### src/design/mdor_defs.vh
`ifndef MDOR_DEFS_VH
`define MDOR_DEFS_VH

// ==========================================================
// Register offsets
`define MDOR_ADDR_W         8
`define MDOR_OFF_OPT_A      8'h28
`define MDOR_OFF_OPT_B      8'h29
`define MDOR_OFF_OPT_C      8'h2A
`define MDOR_OFF_OPT_D      8'h2B

// ==========================================================
// Reset values
`define MDOR_RST_OPT        8'h00

// ==========================================================
// Option register a fields
`define MDOR_ACCEL_LIM_HI   7
`define MDOR_ACCEL_LIM_LO   4
`define MDOR_LOCK_THR_HI    3
`define MDOR_LOCK_THR_LO    1
`define MDOR_OPT_A_MASK     8'hFE

// ==========================================================
// Option register b fields
`define MDOR_CL_STUCK_BIT   7
`define MDOR_RAMP_HI        6
`define MDOR_RAMP_LO        4
`define MDOR_DEAD_HI        3
`define MDOR_DEAD_LO        0

// ==========================================================
// Option register c fields
`define MDOR_IND_THR_HI     7
`define MDOR_IND_THR_LO     4
`define MDOR_OL_STUCK_BIT   3
`define MDOR_VREG_BIT       2
`define MDOR_IND_RATE_HI    1
`define MDOR_IND_RATE_LO    0

// ==========================================================
// Option register d fields
`define MDOR_TACH_OL_HI     7
`define MDOR_TACH_OL_LO     6
`define MDOR_TACH_RAT_HI    5
`define MDOR_TACH_RAT_LO    4
`define MDOR_KT_HI_BIT      2
`define MDOR_KT_LO_BIT      3
`define MDOR_SPD_KIND_BIT   1
`define MDOR_CL_INHIB_BIT   0

// ==========================================================
// Decoded values and codes
`define MDOR_TACH_OL_BOTH   2'h0
`define MDOR_TACH_OL_CLOSED 2'h1
`define MDOR_TACH_OL_FIRST  2'h2
`define MDOR_TACH_OL_RSVD   2'h3
`define MDOR_TACH_1_PER_1   2'h0
`define MDOR_TACH_2_PER_3   2'h1
`define MDOR_TACH_1_PER_2   2'h2
`define MDOR_TACH_1_PER_3   2'h3
`define MDOR_RAMP_UNLIM     3'h0
`define MDOR_IND_12HZ       2'h0
`define MDOR_IND_24HZ       2'h1
`define MDOR_IND_47HZ       2'h2
`define MDOR_IND_95HZ       2'h3
`define MDOR_DEAD_UNIT_NS   40
`define MDOR_CLK_NS         25
`define MDOR_HANDOVER_TOP   4

`endif

### src/design/mdor_opt_reg.v
`include "mdor_defs.vh"

// Byte-wide option register with write mask for unused bits
module mdor_opt_reg #(
  parameter [7:0] ADDR = `MDOR_OFF_OPT_A,
  parameter [7:0] MASK = 8'hFF
) (
  // Clock and reset
  input  wire       clk_i,
  input  wire       arst_n_i,
  // Write port
  input  wire       wr_en_i,
  input  wire [7:0] addr_i,
  input  wire [7:0] wdata_i,
  // Stored value
  output wire [7:0] value_o
);

  reg [7:0] data_reg;

  // ==========================================================
  // Storage
  always @(posedge clk_i or negedge arst_n_i) begin
    if (!arst_n_i) begin
      data_reg <= `MDOR_RST_OPT;
    end else if (wr_en_i && (addr_i == ADDR)) begin
      data_reg <= wdata_i & MASK; // Unused bits held at zero
    end
  end

  assign value_o = data_reg;

endmodule // mdor_opt_reg

### src/design/mdor_dead_timer.v
`include "mdor_defs.vh"

// Holds both gate drives off for the programmed dead time after a
// change of requested phase state.
module mdor_dead_timer #(
  parameter CNT_W = 8
) (
  // Clock and reset
  input  wire       clk_i,
  input  wire       arst_n_i,
  // Setting and request
  input  wire [3:0] dead_code_i,
  input  wire       hs_req_i,
  input  wire       ls_req_i,
  // Gate drives
  output reg        hs_gate_o,
  output reg        ls_gate_o
);

  localparam integer STEP_I =
    (`MDOR_DEAD_UNIT_NS + `MDOR_CLK_NS - 1) / `MDOR_CLK_NS;
  localparam [CNT_W-1:0] STEP = STEP_I[CNT_W-1:0];

  reg [CNT_W-1:0] cnt_reg;
  reg             hs_prev_reg;
  reg             ls_prev_reg;
  wire            change;
  wire [CNT_W-1:0] load;

  assign change = (hs_req_i != hs_prev_reg) || (ls_req_i != ls_prev_reg);
  // (n + 1) units of 40 ns, rounded up to cycles
  assign load = STEP * ({{(CNT_W-4){1'b0}}, dead_code_i} + {{(CNT_W-1){1'b0}}, 1'b1});

  // ==========================================================
  // Gap counter and gated drives
  always @(posedge clk_i or negedge arst_n_i) begin
    if (!arst_n_i) begin
      cnt_reg     <= {CNT_W{1'b0}};
      hs_prev_reg <= 1'b0;
      ls_prev_reg <= 1'b0;
      hs_gate_o   <= 1'b0;
      ls_gate_o   <= 1'b0;
    end else begin
      hs_prev_reg <= hs_req_i;
      ls_prev_reg <= ls_req_i;
      if (change) begin
        cnt_reg   <= load; // Start gap on every change
        hs_gate_o <= 1'b0;
        ls_gate_o <= 1'b0;
      end else if (cnt_reg != {CNT_W{1'b0}}) begin
        cnt_reg   <= cnt_reg - {{(CNT_W-1){1'b0}}, 1'b1};
        hs_gate_o <= 1'b0;
        ls_gate_o <= 1'b0;
      end else begin
        hs_gate_o <= hs_req_i & ~ls_req_i; // Never both on
        ls_gate_o <= ls_req_i & ~hs_req_i;
      end
    end
  end

endmodule // mdor_dead_timer

### src/design/mdor_option_regs.v
`include "mdor_defs.vh"

// Operation
// - Acceleration current limit code zero disables limiting, else limit is n times 0.2 A.
// - Lock current threshold is (n + 1) times 0.4 A from the three-bit field.
// - Bit 7 of option register b enables the stuck-in-closed-loop fault.
// - Closed-loop ramp code 000 is unlimited, others select falling ramp rates.
// - Dead time between high and low gate drive is (n + 1) times 40 ns; the timer rounds each unit up to two 25 ns cycles, giving (n + 1) times 50 ns.
// - Inductive sense code zero means align-and-go, else threshold is 0.2 A times (n + 1).
// - Bit 3 of option register c enables the open-loop stuck fault.
// - Bit 2 of option register c picks 5 V when low and 3.3 V when high.
// - Inductive sense rate codes give 12, 24, 47 and 95 Hz.
// - Tach open-loop select chooses both loops, closed only, or closed plus first open loop.
// - Tach ratio gives 1 per 1, 2 per 3, 1 per 2 or 1 per 3 electrical cycles.
// - Kt window low bit picks high limit 3/2 or 2, high bit picks low limit 3/4 or 1/2.
// - Bit 1 of option register d picks analog (0) or PWM (1) speed input.
// - Bit 0 of option register d clear allows closed loop handover, set keeps open loop.
// - Handover speed is n times 0.8 Hz with top bit clear, else (n + 1) times 12.8 Hz.
module mdor_option_regs #(
  parameter DEAD_CNT_W = 8,
  parameter HOVER_W    = 5
) (
  // Clock and reset
  input  wire               clk_i,
  input  wire               arst_n_i,
  // Register access port
  input  wire               reg_wr_i,
  input  wire               reg_rd_i,
  input  wire [7:0]         reg_addr_i,
  input  wire [7:0]         reg_wdata_i,
  output reg  [7:0]         reg_rdata_o,
  output reg                reg_hit_o,
  // Handover speed field from neighbouring register
  input  wire [HOVER_W-1:0] handover_speed_i,
  // Gate drive request and result
  input  wire               hs_req_i,
  input  wire               ls_req_i,
  output wire               hs_gate_o,
  output wire               ls_gate_o,
  // Current limits in units of 0.2 A
  output reg                accel_limit_en_o,
  output reg  [4:0]         accel_limit_units_o,
  output reg  [4:0]         lock_threshold_units_o,
  // Fault enables
  output reg                closed_loop_stuck_enable_o,
  output reg                open_loop_stuck_enable_o,
  // Closed-loop ramp
  output reg                ramp_unlimited_o,
  output reg  [2:0]         closed_loop_ramp_rate_o,
  // Inductive sensing
  output reg                inductive_position_detect_o,
  output reg  [4:0]         inductive_sense_threshold_units_o,
  output reg  [1:0]         inductive_sense_rate_o,
  output reg  [6:0]         inductive_sense_hz_o,
  // Regulator
  output reg                regulator_voltage_choice_o,
  // Tach output
  output reg                tach_in_open_loop_o,
  output reg                tach_first_open_only_o,
  output reg                tach_select_reserved_o,
  output reg  [1:0]         tach_pulses_o,
  output reg  [1:0]         tach_cycles_o,
  // Motor constant window in quarters of nominal
  output reg  [3:0]         kt_high_quarters_o,
  output reg  [3:0]         kt_low_quarters_o,
  // Speed input and loop control
  output reg                speed_input_kind_o,
  output reg                closed_loop_inhibit_o,
  output reg                handover_allowed_o,
  output reg  [11:0]        handover_speed_tenths_o
);

  // Stored option bytes and read decode
  wire [7:0] opt_a;
  wire [7:0] opt_b;
  wire [7:0] opt_c;
  wire [7:0] opt_d;
  reg        hit;
  reg  [7:0] rdata_next;

  // ==========================================================
  // Option registers
  // Each register decodes its own address on the shared strobe
  mdor_opt_reg #(.ADDR(`MDOR_OFF_OPT_A), .MASK(`MDOR_OPT_A_MASK)) u_reg_a (
    .clk_i    (clk_i),
    .arst_n_i (arst_n_i),
    .wr_en_i  (reg_wr_i),
    .addr_i   (reg_addr_i),
    .wdata_i  (reg_wdata_i),
    .value_o  (opt_a)
  );
  mdor_opt_reg #(.ADDR(`MDOR_OFF_OPT_B), .MASK(8'hFF)) u_reg_b (
    .clk_i    (clk_i),
    .arst_n_i (arst_n_i),
    .wr_en_i  (reg_wr_i),
    .addr_i   (reg_addr_i),
    .wdata_i  (reg_wdata_i),
    .value_o  (opt_b)
  );
  mdor_opt_reg #(.ADDR(`MDOR_OFF_OPT_C), .MASK(8'hFF)) u_reg_c (
    .clk_i    (clk_i),
    .arst_n_i (arst_n_i),
    .wr_en_i  (reg_wr_i),
    .addr_i   (reg_addr_i),
    .wdata_i  (reg_wdata_i),
    .value_o  (opt_c)
  );
  mdor_opt_reg #(.ADDR(`MDOR_OFF_OPT_D), .MASK(8'hFF)) u_reg_d (
    .clk_i    (clk_i),
    .arst_n_i (arst_n_i),
    .wr_en_i  (reg_wr_i),
    .addr_i   (reg_addr_i),
    .wdata_i  (reg_wdata_i),
    .value_o  (opt_d)
  );

  // ==========================================================
  // Read decode
  // Unmapped addresses answer zero with hit low
  always @* begin
    hit        = 1'b1;
    rdata_next = 8'h00;
    case (reg_addr_i)
      `MDOR_OFF_OPT_A: rdata_next = opt_a;
      `MDOR_OFF_OPT_B: rdata_next = opt_b;
      `MDOR_OFF_OPT_C: rdata_next = opt_c;
      `MDOR_OFF_OPT_D: rdata_next = opt_d;
      default:         hit = 1'b0;
    endcase
  end

  // Registered read data, unmapped reads zero
  // A read beside a write returns the old value
  // Data stands until the next read strobe
  always @(posedge clk_i or negedge arst_n_i) begin
    if (!arst_n_i) begin
      reg_rdata_o <= 8'h00;
      reg_hit_o   <= 1'b0;
    end else if (reg_rd_i) begin
      reg_rdata_o <= rdata_next;
      reg_hit_o   <= hit;
    end
  end

  // ==========================================================
  // Dead-time gate drive
  // Gap counted in cycles, rounded up per 40 ns unit
  // Requests are taken as synchronous to the clock
  mdor_dead_timer #(.CNT_W(DEAD_CNT_W)) u_dead (
    .clk_i       (clk_i),
    .arst_n_i    (arst_n_i),
    .dead_code_i (opt_b[`MDOR_DEAD_HI:`MDOR_DEAD_LO]),
    .hs_req_i    (hs_req_i),
    .ls_req_i    (ls_req_i),
    .hs_gate_o   (hs_gate_o),
    .ls_gate_o   (ls_gate_o)
  );

  // ==========================================================
  // Current limits from option register a
  always @(posedge clk_i or negedge arst_n_i) begin
    if (!arst_n_i) begin
      accel_limit_en_o       <= 1'b0;
      accel_limit_units_o    <= 5'h00;
      lock_threshold_units_o <= 5'h00;
    end else begin
      // Decoded values follow a write by two edges
      // Acceleration limit: zero disables, else n x 0.2 A
      accel_limit_en_o <= |opt_a[`MDOR_ACCEL_LIM_HI:`MDOR_ACCEL_LIM_LO];
      accel_limit_units_o <= {1'b0, opt_a[`MDOR_ACCEL_LIM_HI:`MDOR_ACCEL_LIM_LO]};
      // Lock threshold (n + 1) x 0.4 A = 2(n + 1) x 0.2 A
      lock_threshold_units_o <=
        {1'b0, opt_a[`MDOR_LOCK_THR_HI:`MDOR_LOCK_THR_LO], 1'b0} + 5'h02;
    end
  end

  // ==========================================================
  // Closed-loop fault enable and ramp from option register b
  always @(posedge clk_i or negedge arst_n_i) begin
    if (!arst_n_i) begin
      closed_loop_stuck_enable_o <= 1'b0;
      ramp_unlimited_o           <= 1'b0;
      closed_loop_ramp_rate_o    <= 3'h0;
    end else begin
      closed_loop_stuck_enable_o <= opt_b[`MDOR_CL_STUCK_BIT];
      // Unlimited flagged apart so the ramp needs no decode
      ramp_unlimited_o <= (opt_b[`MDOR_RAMP_HI:`MDOR_RAMP_LO] == `MDOR_RAMP_UNLIM);
      closed_loop_ramp_rate_o <= opt_b[`MDOR_RAMP_HI:`MDOR_RAMP_LO];
    end
  end

  // ==========================================================
  // Inductive sensing, open-loop fault and regulator, register c
  always @(posedge clk_i or negedge arst_n_i) begin
    if (!arst_n_i) begin
      open_loop_stuck_enable_o          <= 1'b0;
      inductive_position_detect_o       <= 1'b0;
      inductive_sense_threshold_units_o <= 5'h00;
      inductive_sense_rate_o            <= 2'h0;
      inductive_sense_hz_o              <= 7'h00;
      regulator_voltage_choice_o        <= 1'b0;
    end else begin
      open_loop_stuck_enable_o <= opt_c[`MDOR_OL_STUCK_BIT];
      // Inductive sense: zero selects align-and-go
      inductive_position_detect_o <= |opt_c[`MDOR_IND_THR_HI:`MDOR_IND_THR_LO];
      inductive_sense_threshold_units_o <=
        {1'b0, opt_c[`MDOR_IND_THR_HI:`MDOR_IND_THR_LO]} + 5'h01;
      inductive_sense_rate_o <= opt_c[`MDOR_IND_RATE_HI:`MDOR_IND_RATE_LO];
      // Rate also given in hertz for the sense scheduler
      case (opt_c[`MDOR_IND_RATE_HI:`MDOR_IND_RATE_LO])
        `MDOR_IND_12HZ: inductive_sense_hz_o <= 7'h0C;
        `MDOR_IND_24HZ: inductive_sense_hz_o <= 7'h18;
        `MDOR_IND_47HZ: inductive_sense_hz_o <= 7'h2F;
        default:        inductive_sense_hz_o <= 7'h5F;
      endcase
      // Only two regulator levels, so one bit carries the choice
      regulator_voltage_choice_o <= opt_c[`MDOR_VREG_BIT];
    end
  end

  // ==========================================================
  // Tach, motor constant window and loop control, register d
  always @(posedge clk_i or negedge arst_n_i) begin
    if (!arst_n_i) begin
      tach_in_open_loop_o    <= 1'b0;
      tach_first_open_only_o <= 1'b0;
      tach_select_reserved_o <= 1'b0;
      tach_pulses_o          <= 2'h0;
      tach_cycles_o          <= 2'h0;
      kt_high_quarters_o     <= 4'h0;
      kt_low_quarters_o      <= 4'h0;
      speed_input_kind_o     <= 1'b0;
      closed_loop_inhibit_o  <= 1'b0;
      handover_allowed_o     <= 1'b0;
    end else begin
      // Tach open-loop behaviour
      // Reserved code flags itself and keeps open-loop pulses off
      case (opt_d[`MDOR_TACH_OL_HI:`MDOR_TACH_OL_LO])
        `MDOR_TACH_OL_BOTH: begin
          tach_in_open_loop_o    <= 1'b1;
          tach_first_open_only_o <= 1'b0;
          tach_select_reserved_o <= 1'b0;
        end
        `MDOR_TACH_OL_CLOSED: begin
          tach_in_open_loop_o    <= 1'b0;
          tach_first_open_only_o <= 1'b0;
          tach_select_reserved_o <= 1'b0;
        end
        `MDOR_TACH_OL_FIRST: begin
          tach_in_open_loop_o    <= 1'b0;
          tach_first_open_only_o <= 1'b1;
          tach_select_reserved_o <= 1'b0;
        end
        default: begin
          tach_in_open_loop_o    <= 1'b0;
          tach_first_open_only_o <= 1'b0;
          tach_select_reserved_o <= 1'b1;
        end
      endcase
      // Tach pulses per electrical cycles
      case (opt_d[`MDOR_TACH_RAT_HI:`MDOR_TACH_RAT_LO])
        `MDOR_TACH_1_PER_1: begin
          tach_pulses_o <= 2'h1;
          tach_cycles_o <= 2'h1;
        end
        `MDOR_TACH_2_PER_3: begin
          tach_pulses_o <= 2'h2;
          tach_cycles_o <= 2'h3;
        end
        `MDOR_TACH_1_PER_2: begin
          tach_pulses_o <= 2'h1;
          tach_cycles_o <= 2'h2;
        end
        default: begin
          tach_pulses_o <= 2'h1;
          tach_cycles_o <= 2'h3;
        end
      endcase
      // Kt window: 6/4 or 8/4 high, 3/4 or 2/4 low
      kt_high_quarters_o <= opt_d[`MDOR_KT_HI_BIT] ? 4'h8 : 4'h6;
      kt_low_quarters_o  <= opt_d[`MDOR_KT_LO_BIT] ? 4'h2 : 4'h3;
      speed_input_kind_o    <= opt_d[`MDOR_SPD_KIND_BIT];
      closed_loop_inhibit_o <= opt_d[`MDOR_CL_INHIB_BIT];
      handover_allowed_o    <= ~opt_d[`MDOR_CL_INHIB_BIT];
    end
  end

  // ==========================================================
  // Handover speed in 0.1 Hz: 8n or 128(n + 1)
  // Code comes from a neighbouring register, not kept here
  always @(posedge clk_i or negedge arst_n_i) begin
    if (!arst_n_i) begin
      handover_speed_tenths_o <= 12'h000;
    end else if (handover_speed_i[`MDOR_HANDOVER_TOP]) begin
      // Top code reaches 2048 tenths, hence twelve bits
      handover_speed_tenths_o <= {{1'b0, handover_speed_i[3:0]} + 5'h01, 7'h00};
    end else begin
      handover_speed_tenths_o <= {5'h00, handover_speed_i[3:0], 3'h0};
    end
  end

endmodule // mdor_option_regs

### config.mk
export PLATFORM = sky130hd
export DESIGN_NAME = mdor_option_regs
export DESIGN_NICKNAME = d
export VERILOG_FILES = /design/src/design/mdor_opt_reg.v /design/src/design/mdor_dead_timer.v /design/src/design/mdor_option_regs.v
export VERILOG_INCLUDE_DIRS = /design/src /design/src/design
export SDC_FILE = /design/constraint.sdc
export NUM_CORES = 1
export LEC_CHECK = 0
export BUFFER_PORTS_ARGS = -buffer_cell sky130_fd_sc_hd__buf_2
export CORE_MARGIN = 3
export CORE_UTILIZATION = 30
export DETAILED_ROUTE_END_ITERATION = 7
export HOLD_SLACK_MARGIN = 0.15
export PLACE_DENSITY_LB_ADDON = 0.3
export SYNTH_ARGS = -nofsm -noshare
export SYNTH_HDL_FRONTEND = slang
export SYNTH_SLANG_ARGS = --single-unit
### constraint.sdc
create_clock -name clk_i -period 2.75 [get_ports clk_i]
set_input_delay 0.1375 -clock clk_i [delete_from_list [all_inputs] [get_ports clk_i]]
set_output_delay 0.1375 -clock clk_i [all_outputs]
set_load 0.01 [all_outputs]
Word-level counts from Yosys, hierarchy flattened --
Cells that the tools add are included.
Word-level totals: register bits after elaboration 112, output and inout port bits 74, logic and storage cells 88
Cells by class: add/sub/neg operators 5, equal/unequal tests 12, muxes and demuxes 17, bitwise gates (word level) 5, reductions and logical operators 15
Operator list (number):
- equality test 8 x 6 -> 1 bit, second input constant | 4
- case mux 8 bit (4 select lines) | 1
- case mux 7 bit (3 select lines) | 1
- 2-to-1 mux 8 bit | 2
- adder 4 x 1 -> 5 bit, second input constant | 3
- 2-to-1 mux 12 bit | 1
- OR reduction 4 bit | 3
- 2-to-1 mux 1 bit | 9
- nonzero test 8 bit | 1
- subtractor 8 x 1 -> 8 bit, second input constant | 1
- equality test 2 x 1 -> 1 bit, second input constant | 3
- equality test 2 bit, second input constant | 3
- logical NOT 2 bit | 3
- adder 4 x 2 -> 5 bit, second input constant | 1
- logical AND 1 bit | 4
- 2-to-1 mux 4 bit | 1
- case mux 2 bit (2 select lines) | 1
- logical NOT 3 bit | 1
- inverter 1 bit | 3
- OR reduction 3 bit | 1
- AND 1 bit | 2
- 2-to-1 mux 2 bit | 1
- inequality test 1 bit | 2
- nonzero test 2 bit | 1
- logical OR 1 bit | 1

Longest topological paths before layout --
Gate-level depths: netlist (run 1).
depth after elaboration 4, mapped depth 5, gate-level depth less buffers 5

Hierarchy --
From an unflattened synthesis (run 1), not the netlist that was laid out.
Second synthesis, totals: cell total of the unflattened synthesis 311, area, all modules 4404.2 um^2
By module, submodules not included:
- mdor_option_regs | instances 1, cells each 176, area an instance 2428.6 um^2
- mdor_opt_reg at u_reg_b ... | instances 2, cells each 19, area an instance 345.3 um^2
- mdor_dead_timer | instances 1, cells each 59, area an instance 634.4 um^2
- mdor_opt_reg at u_reg_d | instances 1, cells each 19, area an instance 332.8 um^2
- mdor_opt_reg at u_reg_a | instances 1, cells each 19, area an instance 317.8 um^2

Worst setup path after synthesis (run 1) --
Ideal clock, no wire load.
path kind register to register, start point reg u_dead.cnt_reg[0], end point reg u_dead.cnt_reg[6], library setup time 0.078 ns, arrival 1.565 ns, required time 2.672 ns, path slack 1.107 ns, cell stages (with the launch flop) 6, path buffers 0, cell sequence dfrtp_1 -> inv_1 -> ha_1 -> or4b_1 -> or4_1 -> a21oi_1
On the way: longest elaborated chain between the ends 3
RTL lines:
- start: declaration | line mdor_dead_timer.v:24 | reg [CNT_W-1:0] cnt_reg;
- start signal: assignment | line mdor_dead_timer.v:38 | cnt_reg <= {CNT_W{1'b0}};
- start signal: assignment | line mdor_dead_timer.v:47 | cnt_reg <= load;
- start signal: assignment | line mdor_dead_timer.v:51 | cnt_reg <= cnt_reg - {{(CNT_W-1){1'b0}}, 1'b1};
- subtractor 8 x 1 -> 8 bit | line mdor_dead_timer.v:51
- 2-to-1 mux 8 bit | line mdor_dead_timer.v:50 | end else if (cnt_reg != {CNT_W{1'b0}}) begin
- 2-to-1 mux 8 bit | line mdor_dead_timer.v:46 | if (change) begin
Several ways; a longest one is shown, not always the timed one. The select of a mux whose other input is x is not followed. A chain may end at the register's enable or synchronous reset.

Worst setup path in the final report (run 1) --
start point reg u_dead.cnt_reg[0], end point reg u_dead.hs_gate_o
On the way: longest elaborated chain between the ends 3
RTL lines:
- nonzero test 8 bit | line mdor_dead_timer.v:50
- 2-to-1 mux 1 bit | line mdor_dead_timer.v:50
- 2-to-1 mux 1 bit | line mdor_dead_timer.v:46
- end signal: assignment | line mdor_dead_timer.v:55 | hs_gate_o <= hs_req_i & ~ls_req_i;
- end: declaration | line mdor_dead_timer.v:16 | output reg hs_gate_o,
No other way between the ends.

==> impl_metrics.csv, run 1 <==
group,metric,value,unit
cts,cts_made_buffers,9,
final_layout,drive_above_1_share,0.375,
critical_path,cp_data_arrival_time,2.08,ns
cts,postCtsSetupRepairBufs,0,
route,vias,2599,
logic_synthesis,synth_cell_types,41,
sta,fin_skew,0.00544,ns
critical_path,cp_cell_sequence,"inv_1 -> ha_1 -> nor3b_1 -> nand2_1 -> nor4b_1",
power,power_density,646,nW/µm²
sta,rsz0062_at_grt,"false",
run_status,status,"finished clean",
final_layout,post-route-util,0.403,
route,wl_per_cell,14.6,µm
power,peakVddDrop,0.000389,V
cts,ctsHtreeMaxLevel,3,
global_routing,grt_first_pass_wirelength,13600,µm
final_layout,seqCellArea,2600,µm²
cts,cts_root_buf,"clkbuf_16",
power,switchingPower,0.000780,W
cts,postCtsHoldBufs,20,
sta,hold_violations,0,
sta,slew_violations,0,
final_layout,finalInstanceArea,5200,µm²
logic_synthesis,async_flop_share,1.00,
placement,io_buffers,92,
global_routing,antenna_found_initial,1,
power,cellInternalPower,0.00258,W
global_routing,overflow,0,
final_layout,largest-register,"handover_speed_tenths_o",
route,drt-initial-drc-count,121,
sta,max_freq,544,MHz
logic_synthesis,ys_ff_latch,104,
cts,clockBufferDepth,2,
critical_path,crit_buf_inv,1,
sta,final.setup.tns,0,ns
sta,min_period,1.84,ns
route,drcViolationCount,0,
die,num_rows,41,
critical_path,cp_max_fo,6,
critical_path,startpoint_type,"flip-flop",
power,p_sw_frac,0.232,
critical_path,worst-endpoint-required,3.00,ns
sta,fin_crit_sh,0.668,
critical_path,critical_path_class,"reg -> reg",
route,viasPerCell,4.47,
logic_synthesis,avgSynthCellArea,14.0,µm²
placement,place_area,4680,µm²
logic_synthesis,synth_edf_count,0,
logic_synthesis,ys_warn_count,0,
placement,hpwl,5970,µm
logic_synthesis,netlist_instances,292,
final_layout,multi_input_area,1290,µm²
die,core_area,12900,µm²
die,die_h,123,µm
route,dr.pass1.iters,4,
cts,cts.sinks,104,
logic_synthesis,synth.cell_area,4070,µm²
die,io-pin-count,101,
final_layout,syn_to_final_growth,27.7,%
cts,cts_resized,0,
global_routing,track_usage,0.120,
sta,finalSetupViolations,0,
power,clkPwrFrac,0.406,
final_layout,fin_nets,439,
final_layout,fill_cells,1294,
power,pwr-share-seq,0.493,
cts,cts_tree,"yes",
global_routing,grt_max_degree,64,
sta,worst-slew-pin-transition,0.854,ns
sta,slew_headroom,0.425,
final_layout,largest_register_ffs,9,
die,fp.dieW,123,µm
die,die-area,15000,µm²
min_path,hp-class,"in -> async",
logic_synthesis,synth-seq-area-share,0.639,
power,p_leak,2.61,nW
global_routing,grt_pass1_vias,2617,
cts,clk_pin_slew,0.06,ns
critical_path,slowest_delay,0.61,ns
critical_path,cp_top_family,"simple AND/OR/NAND/NOR gates",
cts,clk_latency,0.35,ns
power,power_frac_comb,0.101,
placement,gp_congestion,0.749,
critical_path,crit_path_top_delay_cell,"nor3b_1",
run,max_cap_violations,0,
critical_path,end_kind,"flip-flop",
die,start_util,0.315,
logic_synthesis,synth_ff_type,"dfrtp_1",
route,ant_nets,0,
route,wl,8470,µm
==> synth_stat cells, drive strengths merged (5+ instances only) <==
cell type / count / share of area
a21oi: 5 / 0.0061
and2: 7 / 0.011
buf: 15 / 0.025
dfrtp: 104 / 0.64
ha: 7 / 0.021
inv: 26 / 0.024
mux2: 33 / 0.091
mux4: 7 / 0.039
nand3: 6 / 0.0074
nor2b: 11 / 0.017
o21ai: 6 / 0.0074
o22ai: 10 / 0.015
xnor2: 7 / 0.015
xor2: 5 / 0.011
==> power by group through the flow <==
stage	Combinational (W)	Sequential, W	Clock, W
finish	0.000339	0.00166	0.00136
global route	0.000378	0.00167	0.00148
CTS	0.000345	0.00166	0.00141
detailed placement	0.000321	0.00169	0
global placement	0.000317	0.00169	0
floorplan	0.000168	0.00170	0
==> path summary, 6_finish.rpt <==
path | to | startpoint | slack, ns | depth (start not counted)
max in group asynchronous | closed_loop_stuck_enable_o | arst_n_i | 1.72 | 3
worst max register to register | u_dead.hs_gate_o | u_dead.cnt_reg[0] | 0.91 | 5
worst max-delay path | u_dead.hs_gate_o | u_dead.cnt_reg[0] | 0.91 | 5
worst min-delay path | inductive_sense_hz_o[2] | arst_n_i | 0.32 | 2
worst min register to register | speed_input_kind_o | u_reg_d.value_o[1] | 0.40 | 0
min in group clk_i | reg_rdata_o[0] | reg_addr_i[1] | 0.33 | 3
==> layer usage <==
layer	share of wire	global-route usage	up-vias	wire, µm
li1	-	-	1212	-
met1	0.46	0.152	1294	3900
met2	0.45	0.189	82	3850
met3	0.069	0.0442	11	581
met4	0.016	0.0462	0	135
met5	0	0	-	0
==> through the flow <==
step,hold WS [ns],std cells,total power (W),setup WS [ns]
2_1_floorplan,-0.158,299,0.00187,1.11
3_3_place_gp,0.158,546,0.00200,0.919
3_5_place_dp,0.164,546,0.00201,0.906
4_1_cts,0.324,580,0.00341,0.887
5_1_grt,0.352,581,0.00353,0.621
6_report,0.317,581,0.00336,0.912
==> cell type report <==
class / count / share of cell area
Sequential cell: 104 / 0.500
Multi-Input combinational cell: 151 / 0.247
Timing Repair Buffer: 113 / 0.131
Clock buffer: 10 / 0.0459
Tap cell: 172 / 0.0414
Inverter: 26 / 0.0188
Clock inverter: 4 / 0.0149
Antenna cell: 1 / 0.000481
==> cell usage in the layout (no fill, tap or decap), types with 2 or more instances in the layout <==
cell type / count
and3_1: 2
mux2_2: 33
nor4_1: 2
buf_2: 91
nand3_1: 6
nor2b_1: 11
nor3b_1: 2
ha_1: 7
xor2_1: 5
o22ai_1: 10
clkbuf_16: 9
conb_1: 9
nand2_1: 3
or2_2: 2
dfrtp_1: 104
and4_1: 3
nand2b_1: 3
bufinv_16: 2
and2_1: 6
nor2_1: 3
inv_6: 2
nand4_1: 2
xnor2_1: 7
a21oi_1: 5
o21ai_0: 6
inv_1: 26
dlygate4sd3_1: 20
or4_1: 3
mux4_2: 7
==> cells by family (layout without fill, tap and decap cells) <==
kind of cell,after synthesis,count (layout),share of synthesized area
AND/OR/NAND/NOR,56,56,0.0891
adder cells (fa/ha/maj),7,7,0.0215
AO/OA/AOI/OAI,27,27,0.0412
other,2,10,0.00184
multiplexers,40,40,0.130
buffers and inverters,44,153,0.0519
flip-flops,104,104,0.639
XOR/XNOR,12,12,0.0258
Power figures use the tool's default switching activity.
==> run 2, diff against run 1 <==
==> constraint.sdc (replaced) <==
create_clock -name clk_i -period 1.7 [get_ports clk_i]
set_input_delay 0.085 -clock clk_i [delete_from_list [all_inputs] [get_ports clk_i]]
set_output_delay 0.085 -clock clk_i [all_outputs]
set_load 0.01 [all_outputs]
==> impl_metrics.csv, run 2 (synthesized netlist as in run 1, its figures left out) <==
group,metric,value,unit
die,core_area,12900,µm²
final_layout,post-route-util,0.414,
die,io-pin-count,101,
cts,cts_made_buffers,9,
sta,finalSetupViolations,1,
sta,final.setup.tns,-0.00553,ns
cts,clockBufferDepth,2,
critical_path,cp_data_arrival_time,1.98,ns
die,die-area,15000,µm²
placement,gp_congestion,0.814,
power,peakVddDrop,0.000385,V
critical_path,crit_path_top_delay_cell,"or4b_4",
critical_path,r2r_end,"u_dead.cnt_reg[6]",
final_layout,syn_to_final_growth,31.5,%
final_layout,layout_commonest_cell,"dfrtp_1",
global_routing,antenna_found_initial,0,
min_path,hp-class,"in -> async",
power,power_density,1020,nW/µm²
final_layout,largest-register,"handover_speed_tenths_o",
run_status,violations,"negative setup slack",
sta,rsz0062_at_grt,"true",
final_layout,mostFrequentLayoutCells,"dfrtp_1, buf_2, mux2_2",
route,wl_per_cell,14.6,µm
cts,cts_root_buf,"clkbuf_16",
cts,clk_pin_slew,0.07,ns
critical_path,worst-path-stages,5,
route,wl,8760,µm
critical_path,crit_buf_inv,1,
final_layout,fin_nets,455,
route,drcViolationCount,0,
global_routing,track_usage,0.125,
global_routing,grt_first_pass_wirelength,14100,µm
critical_path,cp_cell_sequence,"inv_2 -> ha_4 -> or4b_4 -> or4_4 -> a21oi_2",
die,num_rows,41,
cts,clk_latency,0.35,ns
sta,slew_violations,0,
sta,hold_violations,0,
run_status,status,"finished with violations",
route,dr.pass1.iters,4,
route,ant_nets,0,
die,start_util,0.315,
final_layout,drive_above_1_share,0.423,
global_routing,overflow,0,
sta,fin_crit_sh,1.00,
sta,fin_skew,0.00351,ns
cts,cts.sinks,104,
critical_path,cp_top_family,"simple AND/OR/NAND/NOR gates",
final_layout,largest_register_ffs,9,
placement,io_buffers,92,
global_routing,grt_pass1_vias,2762,
cts,ctsHtreeMaxLevel,3,
cts,cts_tree,"yes",
sta,setup_ws,-0.00553,ns
route,vias,2637,
die,die_h,123,µm
route,drt-initial-drc-count,103,
global_routing,grt_max_degree,37,
placement,hpwl,6240,µm
route,viasPerCell,4.41,
critical_path,critical_path_class,"reg -> reg",
critical_path,slowest_delay,0.45,ns
critical_path,worst-endpoint-required,1.97,ns
die,fp.dieW,123,µm
final_layout,n_antenna_cell,0,
run,max_cap_violations,0,
critical_path,reg2reg_depth,5,
critical_path,cp_max_fo,3,
power,p_leak,2.68,nW
critical_path,r2r_setup_slack,-0.006,ns
sta,max_freq,586,MHz
critical_path,r2r_start,"u_dead.cnt_reg[1]",
critical_path,startpoint_type,"flip-flop",
critical_path,end_kind,"flip-flop",
sta,min_period,1.71,ns
-- run 2: changes by cell type in the layout (fill, tap and decap cells not counted), moves of 2 or more --
cell,before,now
clkinvlp_4,0,2
inv_1,26,24
buf_4,1,17
ha_1,7,5
inv_2,0,2
-- run 2: where the power goes --
group	internal (W)	switching [W]
clock network	0.00120	0.000950
registers	0.00260	0.0000854
logic	0.000308	0.000316
-- run 2: final cells by class --
cell class,instances,area [µm²]
multi-input combinational,151,1320
clock inverter,6,73.8
timing repair buffer,129,813
tap,172,215
inverter,26,97.6
clock buffer,10,239
sequential,104,2600
fill,1257,7570
-- run 2: metrics by stage --
stage                     hold WS (ns)  instance area (µm²)  instances  worst slack, ns  total power, W
final                            0.238                 5360        598         -0.00553         0.00546
after global routing             0.264                 5360        598          -0.0646         0.00574
after CTS                        0.245                 5340        598          -0.0261         0.00555
after detailed placement        0.0795                 4820        562          -0.0637         0.00330
after global placement          0.0726                 4820        562          0.00417         0.00329
after floorplan                 -0.211                 4100        299           0.0575         0.00302
-- run 2: layer usage --
metal / global-route usage / wire length, µm / vias to the layer above
li1: - / - / 1246
met1: 0.163 / 4080 / 1297
met2: 0.189 / 3930 / 80
met3: 0.0373 / 568 / 14
met4: 0.0609 / 183 / 0
met5: 0 / 0 / -
-- run 2: worst max-delay path by stage --
stage                            from           endpoint  slack [ns]
global route        u_dead.cnt_reg[0]  u_dead.cnt_reg[6]       -0.06
detailed placement  u_dead.cnt_reg[0]  u_dead.cnt_reg[6]       -0.06
CTS                 u_dead.cnt_reg[0]  u_dead.cnt_reg[6]       -0.03
floorplan           u_dead.cnt_reg[0]  u_dead.cnt_reg[6]        0.06
finish              u_dead.cnt_reg[1]  u_dead.cnt_reg[6]      -0.006
global placement    u_dead.cnt_reg[0]  u_dead.cnt_reg[6]       0.004
-- run 2: repair_timing --
action,4_1_cts,5_1_grt
setup endpoints to repair,1,4
resized for setup,5,5
pin swaps,1,4
hold buffers,19,0
setup buffers,1,0
hold endpoints to repair,157,0
